<file path="config.mk">
export PLATFORM = sky130hd
export DESIGN_NAME = tppwm_timing_unit
export DESIGN_NICKNAME = d
export VERILOG_FILES = /design/src/rtl/tppwm_pkg.sv /design/src/rtl/tppwm_timing_unit.sv
export VERILOG_INCLUDE_DIRS = /design/src /design/src/rtl
export SDC_FILE = /design/constraint.sdc
export NUM_CORES = 1
export LEC_CHECK = 0
export ABC_AREA = 1
export BUFFER_PORTS_ARGS = -buffer_cell sky130_fd_sc_hd__clkbuf_2
export CELL_PAD_IN_SITES_DETAIL_PLACEMENT = 0
export CELL_PAD_IN_SITES_GLOBAL_PLACEMENT = 1
export CORE_ASPECT_RATIO = 1.25
export CORE_MARGIN = 2
export CORE_UTILIZATION = 40
export CTS_CLUSTER_DIAMETER = 100
export DETAILED_ROUTE_END_ITERATION = 6
export GPL_ROUTABILITY_DRIVEN = 1
export PLACE_DENSITY_LB_ADDON = 0.1
export SYNTH_ARGS = -nofsm -noshare
export SYNTH_HDL_FRONTEND = slang
export SYNTH_SLANG_ARGS = --single-unit
</file>
<file path="constraint.sdc">
create_clock -name pclk -period 5.5 [get_ports pclk]
set_input_delay 0.275 -clock pclk [delete_from_list [all_inputs] [get_ports pclk]]
set_output_delay 0.275 -clock pclk [all_outputs]
set_load 0.01 [all_outputs]
</file>
<file path="src/rtl/tppwm_params.svh">
// register offsets, field positions and reset values
`ifndef TPPWM_PARAMS_SVH
`define TPPWM_PARAMS_SVH

// register byte offsets on the apb bus
`define TPPWM_OFS_PERIOD   12'h000
`define TPPWM_OFS_DEAD     12'h004
`define TPPWM_OFS_MINPULSE 12'h008
`define TPPWM_OFS_SYNCW    12'h00c
`define TPPWM_OFS_DUTY_A   12'h010
`define TPPWM_OFS_DUTY_B   12'h014
`define TPPWM_OFS_DUTY_C   12'h018
`define TPPWM_OFS_OUTSEL   12'h01c
`define TPPWM_OFS_MODE     12'h020
`define TPPWM_OFS_STATUS   12'h024

// field positions
`define TPPWM_MODE_DOUBLE_BIT 6
`define TPPWM_STAT_HALF_BIT   3
`define TPPWM_STAT_RUN_BIT    0

// reset values
`define TPPWM_SYNCW_RST 8'h27
`define TPPWM_DEAD_RST  10'h000

`endif

</file>
<file path="src/rtl/tppwm_pkg.sv">
// types shared by the three-phase pwm timing unit
package tppwm_pkg;
   // counter direction / run state of the timing unit
   typedef enum logic [1:0] {
      TPPWM_IDLE,
      TPPWM_UP,
      TPPWM_DOWN
   } tppwm_state_e;
   // count width of the timer
   typedef logic [15:0] tppwm_cnt_t;
endpackage

</file>
<file path="src/rtl/tppwm_timing_unit.sv">
// three-phase center-based pwm timing unit with apb register slave
//
// Chosen here: the APB register port and the register offsets.
`timescale 1ns/1ps
`include "tppwm_params.svh"

module tppwm_timing_unit
#(
   parameter int CNT_W = 16                // timer width
)
(
   input  wire logic              pclk,    // 200 mhz clock
   input  wire logic              presetn, // async reset, active low
   input  wire logic              psel,    // apb select
   input  wire logic              penable, // apb access phase
   input  wire logic              pwrite,  // apb write
   input  wire logic [11:0]       paddr,   // apb byte address
   input  wire logic [31:0]       pwdata,  // apb write data
   output logic [31:0]            prdata,  // apb read data
   output logic                   pready,  // apb ready
   output logic                   pslverr, // apb error
   output logic                   phase_a_high_out, // phase a high side
   output logic                   phase_a_low_out,  // phase a low side
   output logic                   phase_b_high_out, // phase b high side
   output logic                   phase_b_low_out,  // phase b low side
   output logic                   phase_c_high_out, // phase c high side
   output logic                   phase_c_low_out,  // phase c low side
   output logic                   period_sync_pulse, // sync pulse level
   output logic                   sync_irq,         // sync event pulse
   output logic [8:0]             output_select_act, // latched select
   output logic [15:0]            min_pulse_act     // latched min pulse
);
   import tppwm_pkg::*;

   // software-side registers
   logic [CNT_W-1:0] half_period_count_r; // period in ticks per half
   logic [9:0]       dead_time_count_r;   // dead time count
   logic [15:0]      min_pulse_count_r;   // minimum pulse count
   logic [7:0]       sync_pulse_width_r;  // sync width minus one
   logic [CNT_W-1:0] duty_r [3];          // per-phase duties
   logic [8:0]       output_select_mask_r; // output select
   logic             double_mode_r;       // update mode bit
   logic [4:0]       written_r;           // period, duties, written flags
   // active copies inside the timing unit
   logic [CNT_W-1:0] act_period_r;        // latched period
   logic [9:0]       act_dead_r;          // latched dead time
   logic [CNT_W-1:0] act_duty_r [3];      // latched duties
   logic [8:0]       act_sel_r;           // latched output select
   logic [15:0]      act_minp_r;          // latched min pulse
   // counter and sequencing
   tppwm_state_e     state_r;             // run state
   logic [CNT_W:0]   cnt_r;               // up/down counter
   logic             second_half_r;       // status half flag
   logic [8:0]       sync_cnt_r;          // sync pulse remaining ticks
   logic [CNT_W:0]   start_cnt_r;         // start delay counter
   logic [CNT_W:0]   start_lim_r;         // start delay length
   logic [2:0]       hi_r;                // high-side drives
   logic [2:0]       lo_r;                // low-side drives

   // bus decode
   wire acc      = psel & penable;                   // access phase
   wire wr       = acc & pwrite;                     // write strobe
   wire hit_per  = paddr == `TPPWM_OFS_PERIOD;       // period hit
   wire hit_dt   = paddr == `TPPWM_OFS_DEAD;         // dead time hit
   wire hit_mp   = paddr == `TPPWM_OFS_MINPULSE;     // min pulse hit
   wire hit_sw   = paddr == `TPPWM_OFS_SYNCW;        // sync width hit
   wire hit_da   = paddr == `TPPWM_OFS_DUTY_A;       // duty a hit
   wire hit_db   = paddr == `TPPWM_OFS_DUTY_B;       // duty b hit
   wire hit_dc   = paddr == `TPPWM_OFS_DUTY_C;       // duty c hit
   wire hit_sel  = paddr == `TPPWM_OFS_OUTSEL;       // select hit
   wire hit_mode = paddr == `TPPWM_OFS_MODE;         // mode hit
   wire hit_st   = paddr == `TPPWM_OFS_STATUS;       // status hit
   wire hit_any  = hit_per | hit_dt | hit_mp | hit_sw | hit_da | hit_db
                 | hit_dc | hit_sel | hit_mode | hit_st;
   wire [2:0] hit_duty = {hit_dc, hit_db, hit_da};   // duty hits

   // single-cycle slave, error on unmapped address
   assign pready  = 1'b1;
   assign pslverr = acc & ~hit_any;

   // read mux
   logic [31:0] rd_nxt; // read data source
   always_comb
   begin
      rd_nxt = 32'h0000_0000;
      unique case (1'b1)
         hit_per:  rd_nxt = {{(32-CNT_W){1'b0}}, half_period_count_r};
         hit_dt:   rd_nxt = {22'h000000, dead_time_count_r};
         hit_mp:   rd_nxt = {16'h0000, min_pulse_count_r};
         hit_sw:   rd_nxt = {24'h000000, sync_pulse_width_r};
         hit_da:   rd_nxt = {{(32-CNT_W){1'b0}}, duty_r[0]};
         hit_db:   rd_nxt = {{(32-CNT_W){1'b0}}, duty_r[1]};
         hit_dc:   rd_nxt = {{(32-CNT_W){1'b0}}, duty_r[2]};
         hit_sel:  rd_nxt = {23'h000000, output_select_mask_r};
         hit_mode: rd_nxt = 32'(double_mode_r) << `TPPWM_MODE_DOUBLE_BIT;
         hit_st:   rd_nxt = (32'(second_half_r) << `TPPWM_STAT_HALF_BIT)
                          | 32'(state_r != TPPWM_IDLE);
         default:  rd_nxt = 32'h0000_0000;
      endcase
   end

   // registered read data, taken in the setup cycle
   always_ff @(posedge pclk or negedge presetn)
   begin
      if (!presetn)
         prdata <= 32'h0000_0000;
      else if (psel & ~penable & ~pwrite)
         prdata <= rd_nxt;
   end

   // software register writes
   always_ff @(posedge pclk or negedge presetn)
   begin
      if (!presetn)
      begin
         half_period_count_r  <= '0;
         dead_time_count_r    <= `TPPWM_DEAD_RST;
         min_pulse_count_r    <= 16'h0000;
         sync_pulse_width_r   <= `TPPWM_SYNCW_RST;
         output_select_mask_r <= 9'h000;
         double_mode_r        <= 1'b0;
      end
      else if (wr)
      begin
         if (hit_per)  half_period_count_r <= pwdata[CNT_W-1:0];
         if (hit_dt)   dead_time_count_r   <= pwdata[9:0];
         if (hit_mp)   min_pulse_count_r   <= pwdata[15:0];
         if (hit_sw)   sync_pulse_width_r  <= pwdata[7:0];
         if (hit_sel)  output_select_mask_r <= pwdata[8:0];
         if (hit_mode) double_mode_r <= pwdata[`TPPWM_MODE_DOUBLE_BIT];
      end
   end

   // duty registers, one per phase
   genvar gi;
   generate
      for (gi = 0; gi < 3; gi++)
      begin : g_duty
         always_ff @(posedge pclk or negedge presetn)
         begin
            if (!presetn)
               duty_r[gi] <= '0;
            else if (wr & hit_duty[gi])
               duty_r[gi] <= pwdata[CNT_W-1:0];
         end
      end
   endgenerate

   // start condition
   wire per_wr    = wr & hit_per;                    // period write
   wire all_done  = &written_r[3:0];                 // all written
   wire running   = state_r != TPPWM_IDLE;           // timer runs
   wire start_ev  = ~running & all_done & written_r[4]
                  & (start_cnt_r >= start_lim_r);
   // sync at period start, plus at mid-period in double mode
   wire mid_ev    = running & double_mode_r & (state_r == TPPWM_UP)
                  & (cnt_r + 1'b1 >= {1'b0, act_period_r});
   wire end_ev    = running & (state_r == TPPWM_DOWN) & (cnt_r <= 1);
   wire sync_ev   = start_ev | mid_ev | end_ev;      // load instant

   // written flags and the first-sync delay
   always_ff @(posedge pclk or negedge presetn)
   begin
      if (!presetn)
      begin
         written_r   <= 5'h00;
         start_cnt_r <= '0;
         start_lim_r <= '0;
      end
      else
      begin
         if (per_wr)
            written_r[0] <= 1'b1;
         if (wr & hit_da)
            written_r[1] <= 1'b1;
         if (wr & hit_db)
            written_r[2] <= 1'b1;
         if (wr & hit_dc)
            written_r[3] <= 1'b1;
         // delay counted from the first period write
         if (per_wr & ~written_r[0])
         begin
            written_r[4] <= 1'b1;
            start_cnt_r  <= '0;
            start_lim_r  <= double_mode_r ?
               {1'b0, pwdata[CNT_W-1:0]} :
               ({1'b0, pwdata[CNT_W-1:0]}
                + {2'b00, pwdata[CNT_W-1:1]});
         end
         // holds at the limit, so late duty writes cannot wrap it
         else if (written_r[4] & ~running & (start_cnt_r < start_lim_r))
            start_cnt_r <= start_cnt_r + 1'b1;
      end
   end

   // up/down counter and latching of active values
   always_ff @(posedge pclk or negedge presetn)
   begin
      if (!presetn)
      begin
         state_r       <= TPPWM_IDLE;
         cnt_r         <= '0;
         second_half_r <= 1'b0;
         act_period_r  <= '0;
         act_dead_r    <= '0;
         act_sel_r     <= '0;
         act_minp_r    <= '0;
         act_duty_r    <= '{default: '0};
      end
      else
      begin
         if (sync_ev)
         begin
            act_period_r <= half_period_count_r;
            act_dead_r   <= dead_time_count_r;
            act_minp_r   <= min_pulse_count_r;
            act_duty_r   <= duty_r;
            act_sel_r    <= output_select_mask_r;
         end
         unique case (state_r)
            TPPWM_IDLE:
            begin
               if (start_ev)
               begin
                  state_r <= TPPWM_UP;
                  cnt_r   <= '0;
               end
            end
            TPPWM_UP:
            begin
               // turn at the half-period count, once per period
               if (cnt_r + 1'b1 >= {1'b0, act_period_r})
               begin
                  state_r <= TPPWM_DOWN;
                  cnt_r   <= {1'b0, act_period_r};
                  second_half_r <= double_mode_r;
               end
               else
                  cnt_r <= cnt_r + 1'b1;
            end
            TPPWM_DOWN:
            begin
               if (cnt_r <= 1)
               begin
                  state_r       <= TPPWM_UP;
                  cnt_r         <= '0;
                  second_half_r <= 1'b0;
               end
               else
                  cnt_r <= cnt_r - 1'b1;
            end
            default:
               state_r <= TPPWM_IDLE;
         endcase
      end
   end

   // sync pulse width counter
   always_ff @(posedge pclk or negedge presetn)
   begin
      if (!presetn)
         sync_cnt_r <= '0;
      // width register is taken at the load edge itself
      // width is register value plus one
      else if (sync_ev)
         sync_cnt_r <= {1'b0, sync_pulse_width_r} + 9'h001;
      else if (sync_cnt_r != '0)
         sync_cnt_r <= sync_cnt_r - 9'h001;
   end

   always_ff @(posedge pclk or negedge presetn)
   begin
      if (!presetn)
         sync_irq <= 1'b0;
      else
         sync_irq <= sync_ev;
   end

   generate
      for (gi = 0; gi < 3; gi++)
      begin : g_phase
         // half-duty edges relative to the counter
         wire [CNT_W:0] half_p = {1'b0, act_period_r};     // half period
         wire [CNT_W:0] duty   = {1'b0, act_duty_r[gi]};   // duty count
         // dead time, zero when register is zero
         wire [CNT_W:0] dead   = {{(CNT_W-9){1'b0}}, act_dead_r};
         // high region: counter above period minus duty
         // centered, trimmed by dead time each edge
         wire [CNT_W+1:0] hi_th = {1'b0, half_p} - {1'b0, duty}
                                + {1'b0, dead};
         // low region: counter below period minus duty minus dead
         wire [CNT_W+1:0] lo_th = {1'b0, half_p} - {1'b0, duty}
                                - {1'b0, dead};
         // clamp: below zero is full on, past period off
         // the up half holds 0..P-1 and the down half P..1, so the
         // compares differ by one per half to give even on-times
         wire up_h  = state_r == TPPWM_UP;    // counter rising
         wire hi_up = {1'b0, cnt_r} >= hi_th; // high, rising half
         wire hi_dn = {1'b0, cnt_r} > hi_th;  // high, falling half
         wire lo_up = {1'b0, cnt_r} < lo_th;  // low, rising half
         wire lo_dn = {1'b0, cnt_r} <= lo_th; // low, falling half
         wire hi_on = (duty > dead)
                    & (hi_th[CNT_W+1] | (up_h ? hi_up : hi_dn));
         wire lo_on = ~lo_th[CNT_W+1] & (up_h ? lo_up : lo_dn);
         // in double mode each half uses its own latched values, in single mode both halves use those latched at period start
         always_ff @(posedge pclk or negedge presetn)
         begin
            if (!presetn)
            begin
               hi_r[gi] <= 1'b0;
               lo_r[gi] <= 1'b0;
            end
            else if (!running)
            begin
               hi_r[gi] <= 1'b0;
               lo_r[gi] <= 1'b0;
            end
            else
            begin
               hi_r[gi] <= hi_on;
               lo_r[gi] <= lo_on;
            end
         end
      end
   endgenerate

   // timing unit outputs
   assign phase_a_high_out  = hi_r[0];
   assign phase_a_low_out   = lo_r[0];
   assign phase_b_high_out  = hi_r[1];
   assign phase_b_low_out   = lo_r[1];
   assign phase_c_high_out  = hi_r[2];
   assign phase_c_low_out   = lo_r[2];
   assign period_sync_pulse = sync_cnt_r != '0;
   assign output_select_act = act_sel_r;
   assign min_pulse_act     = act_minp_r;

endmodule

</file>
### Yosys cells after proc, flatten, opt, wreduce, memory -nomap -nowiden

Cells that the tools add are included.

| storage, ports and cells | value |
|---|---|
| memories kept | 0 |
| output and inout port bits | 67 |
| bits in writable memories | 0 |
| flip-flop bits (word level) | 314 |
| memory bits (read-only) | 0 |
| latch bits | 0 |

| cells by class | value |
|---|---|
| reductions and logical operators | 18 |
| add/sub/neg operators | 15 |
| multiplexer cells | 29 |
| shift-type cells | 0 |
| bitwise gates (word level) | 49 |
| eq/ne operators | 14 |
| $mul | 0 |
| magnitude comparators | 19 |
| divide/modulo/power cells | 0 |

Operator list:

| operator | count |
|---|---|
| one-hot mux 16 bit (10 select lines) | 1 |
| 2-to-1 mux 17 bit | 6 |
| adder 18 x 10 -> 18 bit | 3 |
| >= comparator 17 x 18 -> 1 bit | 3 |
| greater-than comparator 17 x 18 -> 1 bit | 3 |
| <= comparator 17 x 18 -> 1 bit | 3 |
| less-than comparator 17 x 18 -> 1 bit | 3 |
| subtractor 17 x 11 -> 18 bit | 3 |
| one-hot mux 17 bit (3 select lines) | 1 |
| subtractor 16 x 16 -> 17 bit | 3 |
| equality test 12 x 5 -> 1 bit, second input constant | 4 |
| greater-than comparator 16 x 10 -> 1 bit | 3 |
| adder 17 x 1 -> 17 bit, second input constant | 2 |
| AND 1 bit | 26 |
| equality test 12 x 4 -> 1 bit, second input constant | 2 |
| equality test 12 x 6 -> 1 bit, second input constant | 2 |
| 2-to-1 mux 9 bit | 2 |
| adder 16 x 15 -> 17 bit | 1 |
| >= comparator 17 x 16 -> 1 bit | 1 |
| >= comparator 17 bit | 1 |
| <= comparator 17 x 1 -> 1 bit, second input constant | 1 |
| less-than comparator 17 bit | 1 |
| subtractor 17 x 1 -> 17 bit, second input constant | 1 |
| 2-to-1 mux 1 bit | 14 |
| other kinds (21) | 54 |

### Longest topological paths before layout

Gate-level depths: netlist of run 1.

| depth | value |
|---|---|
| depth after elaboration | 12 |
| gate-level depth with buffers | 34 |

### Worst setup path after synthesis of run 1

OpenSTA, ideal clock, no wires.

| path | value |
|---|---|
| path kind | reg-to-reg |
| start point | reg act_period_r[0] |
| end point | reg lo_r[2], in the netlist phase_c_low_out |
| required time | 5.380 ns |
| library setup time | 0.120 ns |
| period minus slack after synthesis | 4.274 ns |
| buffers on the path | 1 |
| path slack | 1.226 ns |
| arrival | 4.154 ns |
| stages on the path, launching flop included | 32 |
| cell sequence | dfrtp_1 -> inv_1 -> ha_1 -> fa_1 -> inv_2 -> nand3_1 -> nand3_1 -> a21oi_1 -> xnor2_1 -> ha_1 -> clkbuf_1 -> a21oi_1 -> a21boi_1 -> nand3_1 -> nand2_1 -> nor3b_1 -> nand3_1 -> xor2_1 -> ha_1 -> nand2_1 -> inv_1 -> nand3_1 -> nor3_1 -> o21ai_0 -> nand2_1 -> nand2_1 -> nand2_1 -> nand2_1 -> nand2_1 -> nand2_1 -> nand3_1 -> nor2_1 |

| between the ends | value |
|---|---|
| cells in the longest elaborated chain, start to end | 6 |

Ends and longest elaborated chain:

| item | RTL line | source |
|---|---|---|
| start: declaration | tppwm_timing_unit.sv:45 | `logic [CNT_W-1:0] act_period_r;` |
| start signal: assignment | tppwm_timing_unit.sv:214 | `act_period_r <= half_period_count_r;` |
| subtractor 16 x 16 -> 17 bit * | tppwm_timing_unit.sv:292 | `wire [CNT_W+1:0] lo_th = {1'b0, half_p} - {1'b0, duty}` |
| subtractor 17 x 11 -> 18 bit * | tppwm_timing_unit.sv:293 | `- {1'b0, dead};` |
| <= comparator 17 x 18 -> 1 bit / less-than comparator 17 x 18 -> 1 bit (equally long branches) | tppwm_timing_unit.sv:301, tppwm_timing_unit.sv:300 |  |
| 2-to-1 mux 1 bit | tppwm_timing_unit.sv:304 | `wire lo_on = ~lo_th[CNT_W+1] & (up_h ? lo_up : lo_dn);` |
| AND 1 bit * | tppwm_timing_unit.sv:304 |  |
| 2-to-1 mux 1 bit * | tppwm_timing_unit.sv:313 | `else if (!running)` |
| end signal: indexed assignment | tppwm_timing_unit.sv:321 | `lo_r[gi] <= lo_on;` |
| end: declaration | tppwm_timing_unit.sv:58 | `logic [2:0] lo_r;` |

Every way passes the cells marked *; elsewhere a longest branch is shown, timed or not.
A chain may end at the register's enable or synchronous reset.

### Worst setup path in the final report of run 1

Ends and elaborated chain as after synthesis.

==> flow_summary.json, run 1 <==
{
  "outcome": "finished, final reports clean",
  "end_kind": "flip-flop",
  "path_max_fanout": 7,
  "synth_top_area_frac": 0.295,
  "seqPwrFrac": 0.233,
  "wl_met1_mm": 37.5,
  "final_util": 0.442,
  "yosys_warnings": 0,
  "arrival_ns": 5.41,
  "powerDensity_nw_per_um2": 385,
  "wirelength_mm": 85.9,
  "synthXorXnorAreaFrac": 0.0512,
  "seq_area_um2": 7460,
  "hold_path_depth": 3,
  "worstMarginPinSlew_ns": 1.36,
  "synth.area.mux_share": 0,
  "cts_max_level": 2,
  "vias": 22951,
  "synthCells": 3557,
  "switchingPower_w": 0.00499,
  "p_clk_frac": 0.229,
  "dieArea_um2": 64400,
  "finalCritPeriodShare": 0.904,
  "dr_wl_met2_mm": 40.5,
  "final_cell_mix": "nand2_1, inv_1, ha_1, dfrtp_1, nor2_1",
  "fin_area_um2": 27400,
  "max_stage_delay_ns": 0.43,
  "synth_largest_area_cell": "dfrtp_1",
  "ys_seq_area_frac": 0.299,
  "start_util": 0.403,
  "top_layer": "met4",
  "synth_edf_count": 0,
  "diodes": 0,
  "numCtsBuffers": 35,
  "fmax_ghz": 0.201,
  "finalSetupTns_ns": 0,
  "synth_compound_area_frac": 0.127,
  "dpl_cell_area_um2": 26200,
  "reg2reg_depth": 30,
  "grt_pass1_wl_mm": 132,
  "synth-simple-area-share": 0.267,
  "multi_input_area_um2": 15100,
  "globalRouteOverflowTotal": 0,
  "switching_share": 0.474,
  "gr-usage-all-layers": 0.269,
  "drc_errors": 0,
  "rows": 102,
  "grt_pass1_vias": 22324,
  "critPathKind": "reg -> reg",
  "rsz0062_at_grt": "false",
  "synth_top_cells_by_area": "dfrtp_1, nand2_1, ha_1",
  "grt_start_max_net_pins": 121,
  "rrSetupSlack_ns": 0.53,
  "hold_viol": 0,
  "slew_viol_final": 0,
  "min_path_type": "in -> reg",
  "area_growth_pct": 9.60,
  "nets": 3975,
  "crit_end": "phase_c_low_out",
  "slew-limit-headroom": 0.0885,
  "synth_cell_types": 56,
  "leakagePower_nw": 14.7,
  "rr_startpoint": "act_period_r[0]",
  "io-pin-count": 116,
  "power_frac_comb": 0.539,
  "critPathMostFrequentCell": "nand2_1",
  "drtIter0Drc": 1519,
  "drive_above_1_share": 0.0631,
  "design.core.area_um2": 61900,
  "clkTransAtPathRegs_ns": 0.06,
  "place_congestion": 0.908,
  "r2r_end": "phase_c_low_out",
  "clock_sinks": 298,
  "first_pass_iters": 5,
  "cts-root-buf": "clkbuf_16",
  "ant_nets": 0,
  "postSynthAreaPerCell_um2": 7.02,
  "cts_tree": "built",
  "max_cap_viol_count": 0,
  "synth_top_flop_cell": "dfrtp_1",
  "fillers": 6428,
  "io_buffers": 82,
  "slowest_stage": "dfrtp_1",
  "p_int_w": 0.00555,
  "fin_crit_ns": 4.97,
  "setup-violations-final": 0,
  "fin_skew_ns": 0.0166,
  "antenna_found_initial": 0,
  "synth-async-reset-ratio": 1.00,
  "placed_cells_incl_taps": 4411,
  "die_w_um": 227,
  "final_common_cell": "nand2_1",
  "clock_latency_ns": 0.55,
  "required_ns": 5.93,
  "cts_max_path_buffers": 3,
  "die_h_um": 283,
  "max-vdd-ir-drop_uv": 340,
  "synthAdderAreaFrac": 0.158,
  "wl_per_cell_um": 19.2,
  "final_cells": 4476,
  "startpoint": "act_period_r[0]",
  "vias_per_cell": 5.13,
  "netlist_area_um2": 25000,
  "synth_seq_cells": 298,
  "dp_hpwl_mm": 68.1,
  "worstSetupStartpointType": "flip-flop",
  "met3WireLength_mm": 3.05,
  "synth_top_family_by_area": "simple AND/OR/NAND/NOR gates"
}
==> registers in the layout (all words and copies together) (netlist names), 2 cells and up <==
signal / cells
half_period_count_r: 16
act_duty_r: 48
sync_cnt_r: 9
written_r: 5
duty_r: 48
act_period_r: 16
act_dead_r: 10
start_lim_r: 17
prdata: 16
cnt_r: 17
output_select_mask_r: 9
sync_pulse_width_r: 8
start_cnt_r: 17
state_r: 2
min_pulse_act: 16
output_select_act: 9
min_pulse_count_r: 16
dead_time_count_r: 10
==> routing by layer <==
layer,vias to the layer above,global-route usage
li1,11618,-
met5,-,0
met3,165,0.0243
met2,551,0.448
met1,10617,0.347
met4,0,0.131
==> worst max-delay path, delay by kind of cell, from the launching register on <==
family / cells / cell delay [ns]
AND/OR/NAND/NOR: 17 / 1.76
adder cells (fa/ha/maj): 4 / 1.36
AO/OA/AOI/OAI: 4 / 0.60
flip-flops: 1 / 0.43
XOR/XNOR: 2 / 0.38
buffers and inverters: 3 / 0.32
==> area by class of cell <==
type                    instances  area share
multi-input cells            2669       0.553
repair buffers                112      0.0241
clock inverters                17     0.00636
well taps                     832      0.0381
clock buffers                  47      0.0366
flip-flops and latches        298       0.273
inverters                     501      0.0687
==> power groups by stage <==
stage                     Clock [W]  Combinational, W  Sequential [W]
after floorplan                   0           0.00425         0.00245
after global placement            0           0.00559         0.00249
after detailed placement          0           0.00565         0.00249
after CTS                   0.00246           0.00568         0.00245
after global routing        0.00255           0.00650         0.00246
final                       0.00241           0.00568         0.00245
==> logic make-up after synthesis <==
logic type,Yosys count
simple gates,1615
xor+xnor,146
fa+ha+maj,309
flops,298
compound gates,582
other cells,2
buf+inv,605
==> worst min-delay path by stage <==
stage | startpoint | endpoint | slack [ns]
after global routing | pwdata[5] | start_lim_r[5] | 0.09
final | pwdata[6] | double_mode_r | 0.07
after CTS | pwdata[6] | double_mode_r | 0.05
after floorplan | presetn | act_dead_r[0] | -0.02
after global placement | presetn | min_pulse_act[4] | 0.32
after detailed placement | presetn | min_pulse_act[1] | 0.33
==> metrics by stage <==
step	hold slack (ns)	power (W)	setup slack [ns]
3_3_place_gp	0.317	0.00808	0.509
5_1_grt	0.0881	0.0115	0.0419
2_1_floorplan	-0.0206	0.00670	1.23
4_1_cts	0.0466	0.0106	0.364
6_report	0.0724	0.0105	0.529
3_5_place_dp	0.327	0.00814	0.395
==> synthesized netlist by cell type (38+ instances only) <==
library cell / n
nor3_1: 38
clkbuf_1: 57
xor2_1: 116
a21oi_1: 174
dfrtp_1: 294
ha_1: 299
o21ai_1: 124
inv_1: 468
nor2_1: 230
o21ai_0: 185
nand4_1: 46
nand3_1: 212
nand2_1: 1037
==> timing repair <==
action	CTS	global route
hold buffers	1	0
resized for setup	0	1
endpoints found under the setup margin	0	1
hold endpoints to repair	75	0
setup buffers	0	0
No activity file was read; power rests on OpenSTA's default activity.
==> inputs of run 2 (changes only) <==
- CELL_PAD_IN_SITES_DETAIL_PLACEMENT: 0 -> default
- CELL_PAD_IN_SITES_GLOBAL_PLACEMENT: 1 -> default
- PLACE_DENSITY_LB_ADDON: 0.1 -> default
- SLEW_MARGIN: default -> 20
==> flow_summary.json, run 2 (synthesis gave the netlist of run 1 again) <==
{
  "fin_crit_ns": 4.90,
  "path_max_fanout": 7,
  "hold_viol": 0,
  "wirelength_mm": 78.3,
  "die_w_um": 227,
  "p_int_w": 0.00556,
  "fin_area_um2": 27400,
  "reg2reg_depth": 30,
  "diodes": 0,
  "drive_above_1_share": 0.0618,
  "arrival_ns": 5.34,
  "met3WireLength_mm": 3.10,
  "place_congestion": 0.947,
  "max_cap_viol_count": 0,
  "min_path_type": "in -> reg",
  "globalRouteOverflowTotal": 0,
  "cp.depth": 30,
  "start_util": 0.403,
  "path_buf_inv": 3,
  "io_buffers": 82,
  "grt_pass1_vias": 21673,
  "rows": 102,
  "io-pin-count": 116,
  "fmax_ghz": 0.204,
  "wl_met1_mm": 34.1,
  "drtIter0Drc": 1455,
  "area_growth_pct": 9.72,
  "cts_max_level": 2,
  "ant_nets": 0,
  "final_common_cell": "nand2_1",
  "switchingPower_w": 0.00479,
  "startpoint": "act_period_r[0]",
  "clock_latency_ns": 0.57,
  "outcome": "finished, final reports clean",
  "finalCritPeriodShare": 0.890,
  "holdWs_ns": 0.0648,
  "leakagePower_nw": 14.7,
  "worstSetupStartpointType": "flip-flop",
  "p_clk_frac": 0.237,
  "cts_max_path_buffers": 3,
  "vias_per_cell": 5.09,
  "max-vdd-ir-drop_uv": 312,
  "cts-root-buf": "clkbuf_16",
  "slew-limit-headroom": 0.341,
  "fin_skew_ns": 0.0310,
  "end_kind": "flip-flop",
  "reg_top3": "act_duty_r (48), duty_r (48)",
  "grt_pass1_wl_mm": 123,
  "drc_errors": 0,
  "critPathKind": "reg -> reg",
  "setup-violations-final": 0,
  "gr-usage-all-layers": 0.247,
  "final_cell_mix": "nand2_1, inv_1, ha_1, dfrtp_1, nor2_1",
  "dr_wl_met2_mm": 37.6,
  "first_pass_iters": 6,
  "power_frac_comb": 0.524,
  "slew_viol_final": 0,
  "max_stage_delay_ns": 0.43,
  "switching_share": 0.463,
  "grt_start_max_net_pins": 167,
  "clock_sinks": 298,
  "vias": 22737,
  "power_w": 0.0104,
  "slowest_stage": "dfrtp_1",
  "top_layer": "met4",
  "critPathMostFrequentCell": "nand2_1",
  "seqPwrFrac": 0.239,
  "cts_tree": "built",
  "die_h_um": 283,
  "dieArea_um2": 64400,
  "numCtsBuffers": 35,
  "rr_startpoint": "act_period_r[0]",
  "dpl_cell_area_um2": 26200,
  "powerDensity_nw_per_um2": 378,
  "crit_end": "phase_c_low_out",
  "dp_hpwl_mm": 61.7,
  "critPathTopFamily": "simple AND/OR/NAND/NOR gates",
  "finalSetupTns_ns": 0,
  "design.core.area_um2": 61900,
  "rsz0062_at_grt": "false",
  "rrSetupSlack_ns": 0.60,
  "wl_per_cell_um": 17.5,
  "r2r_end": "phase_c_low_out",
  "worstMarginPinSlew_ns": 0.988,
  "nets": 3972,
  "clkTransAtPathRegs_ns": 0.06,
  "antenna_found_initial": 0,
  "required_ns": 5.94
}
[run 2: cell types whose count changed in the layout (fill, tap and decap cells not counted), moves of 2 or more]
cell,change
buf_12,+2
buf_4,-5
bufinv_16,+2
clkbuf_8,-2
clkinv_16,+2
clkinv_4,-2
inv_6,-2
[run 2: final cells by class]
type	instances	area, um^2
Fill cell	6431	34500
Multi-Input combinational cell	2669	15100
Sequential cell	298	7460
Inverter	501	1880
Tap cell	832	1040
Clock buffer	43	946
Timing Repair Buffer	109	663
Clock inverter	18	255
[run 2: layer usage]
metal,vias up,global-route usage
li1,11641,-
met1,10414,0.317
met2,535,0.421
met3,147,0.0258
met4,0,0.0997
met5,-,0
[run 2: power groups by stage]
| stage | clock [W] | sequential [W] | combinational [W] |
|---|---|---|---|
| final | 0.00246 | 0.00247 | 0.00543 |
| after detailed placement | 0 | 0.00251 | 0.00542 |
| after CTS | 0.00251 | 0.00247 | 0.00545 |
| after floorplan | 0 | 0.00245 | 0.00425 |
| after global routing | 0.00258 | 0.00248 | 0.00627 |
| after global placement | 0 | 0.00251 | 0.00537 |
[run 2: worst min path at each step]
stage / start / end / cells past startpoint / slack (ns)
floorplan: presetn / act_dead_r[0] / 0 / -0.02
global placement: presetn / phase_a_low_out / 1 / 0.29
detailed placement: presetn / phase_a_low_out / 1 / 0.29
CTS: pwdata[6] / double_mode_r / 3 / 0.04
global route: pwdata[6] / double_mode_r / 3 / 0.07
finish: pwdata[6] / double_mode_r / 3 / 0.06
[run 2: stage by stage]
step | instances | util | worst slack [ns]
2_1_floorplan | 3572 | - | 1.23
4_1_cts | 4470 | 0.442 | 0.645
3_3_place_gp | 4408 | 0.423 | 0.710
5_1_grt | 4470 | 0.442 | 0.178
3_5_place_dp | 4408 | 0.423 | 0.664
6_report | 4470 | 0.442 | 0.602
[run 2: what timing repair did]
action | CTS | global route
hold endpoints to repair | 69 | 0
gates resized for setup | 0 | 0
hold buffers | 1 | 0
setup buffers | 0 | 0
[run 2: tightest hold or removal path, delay by kind of cell]
| family | cells | cell delay [ns] |
|---|---|---|
| AOI/OAI and AO/OA | 1 | 0.04 |
| and+or+nand+nor | 1 | 0.12 |
| buffers and inverters | 1 | 0.14 |
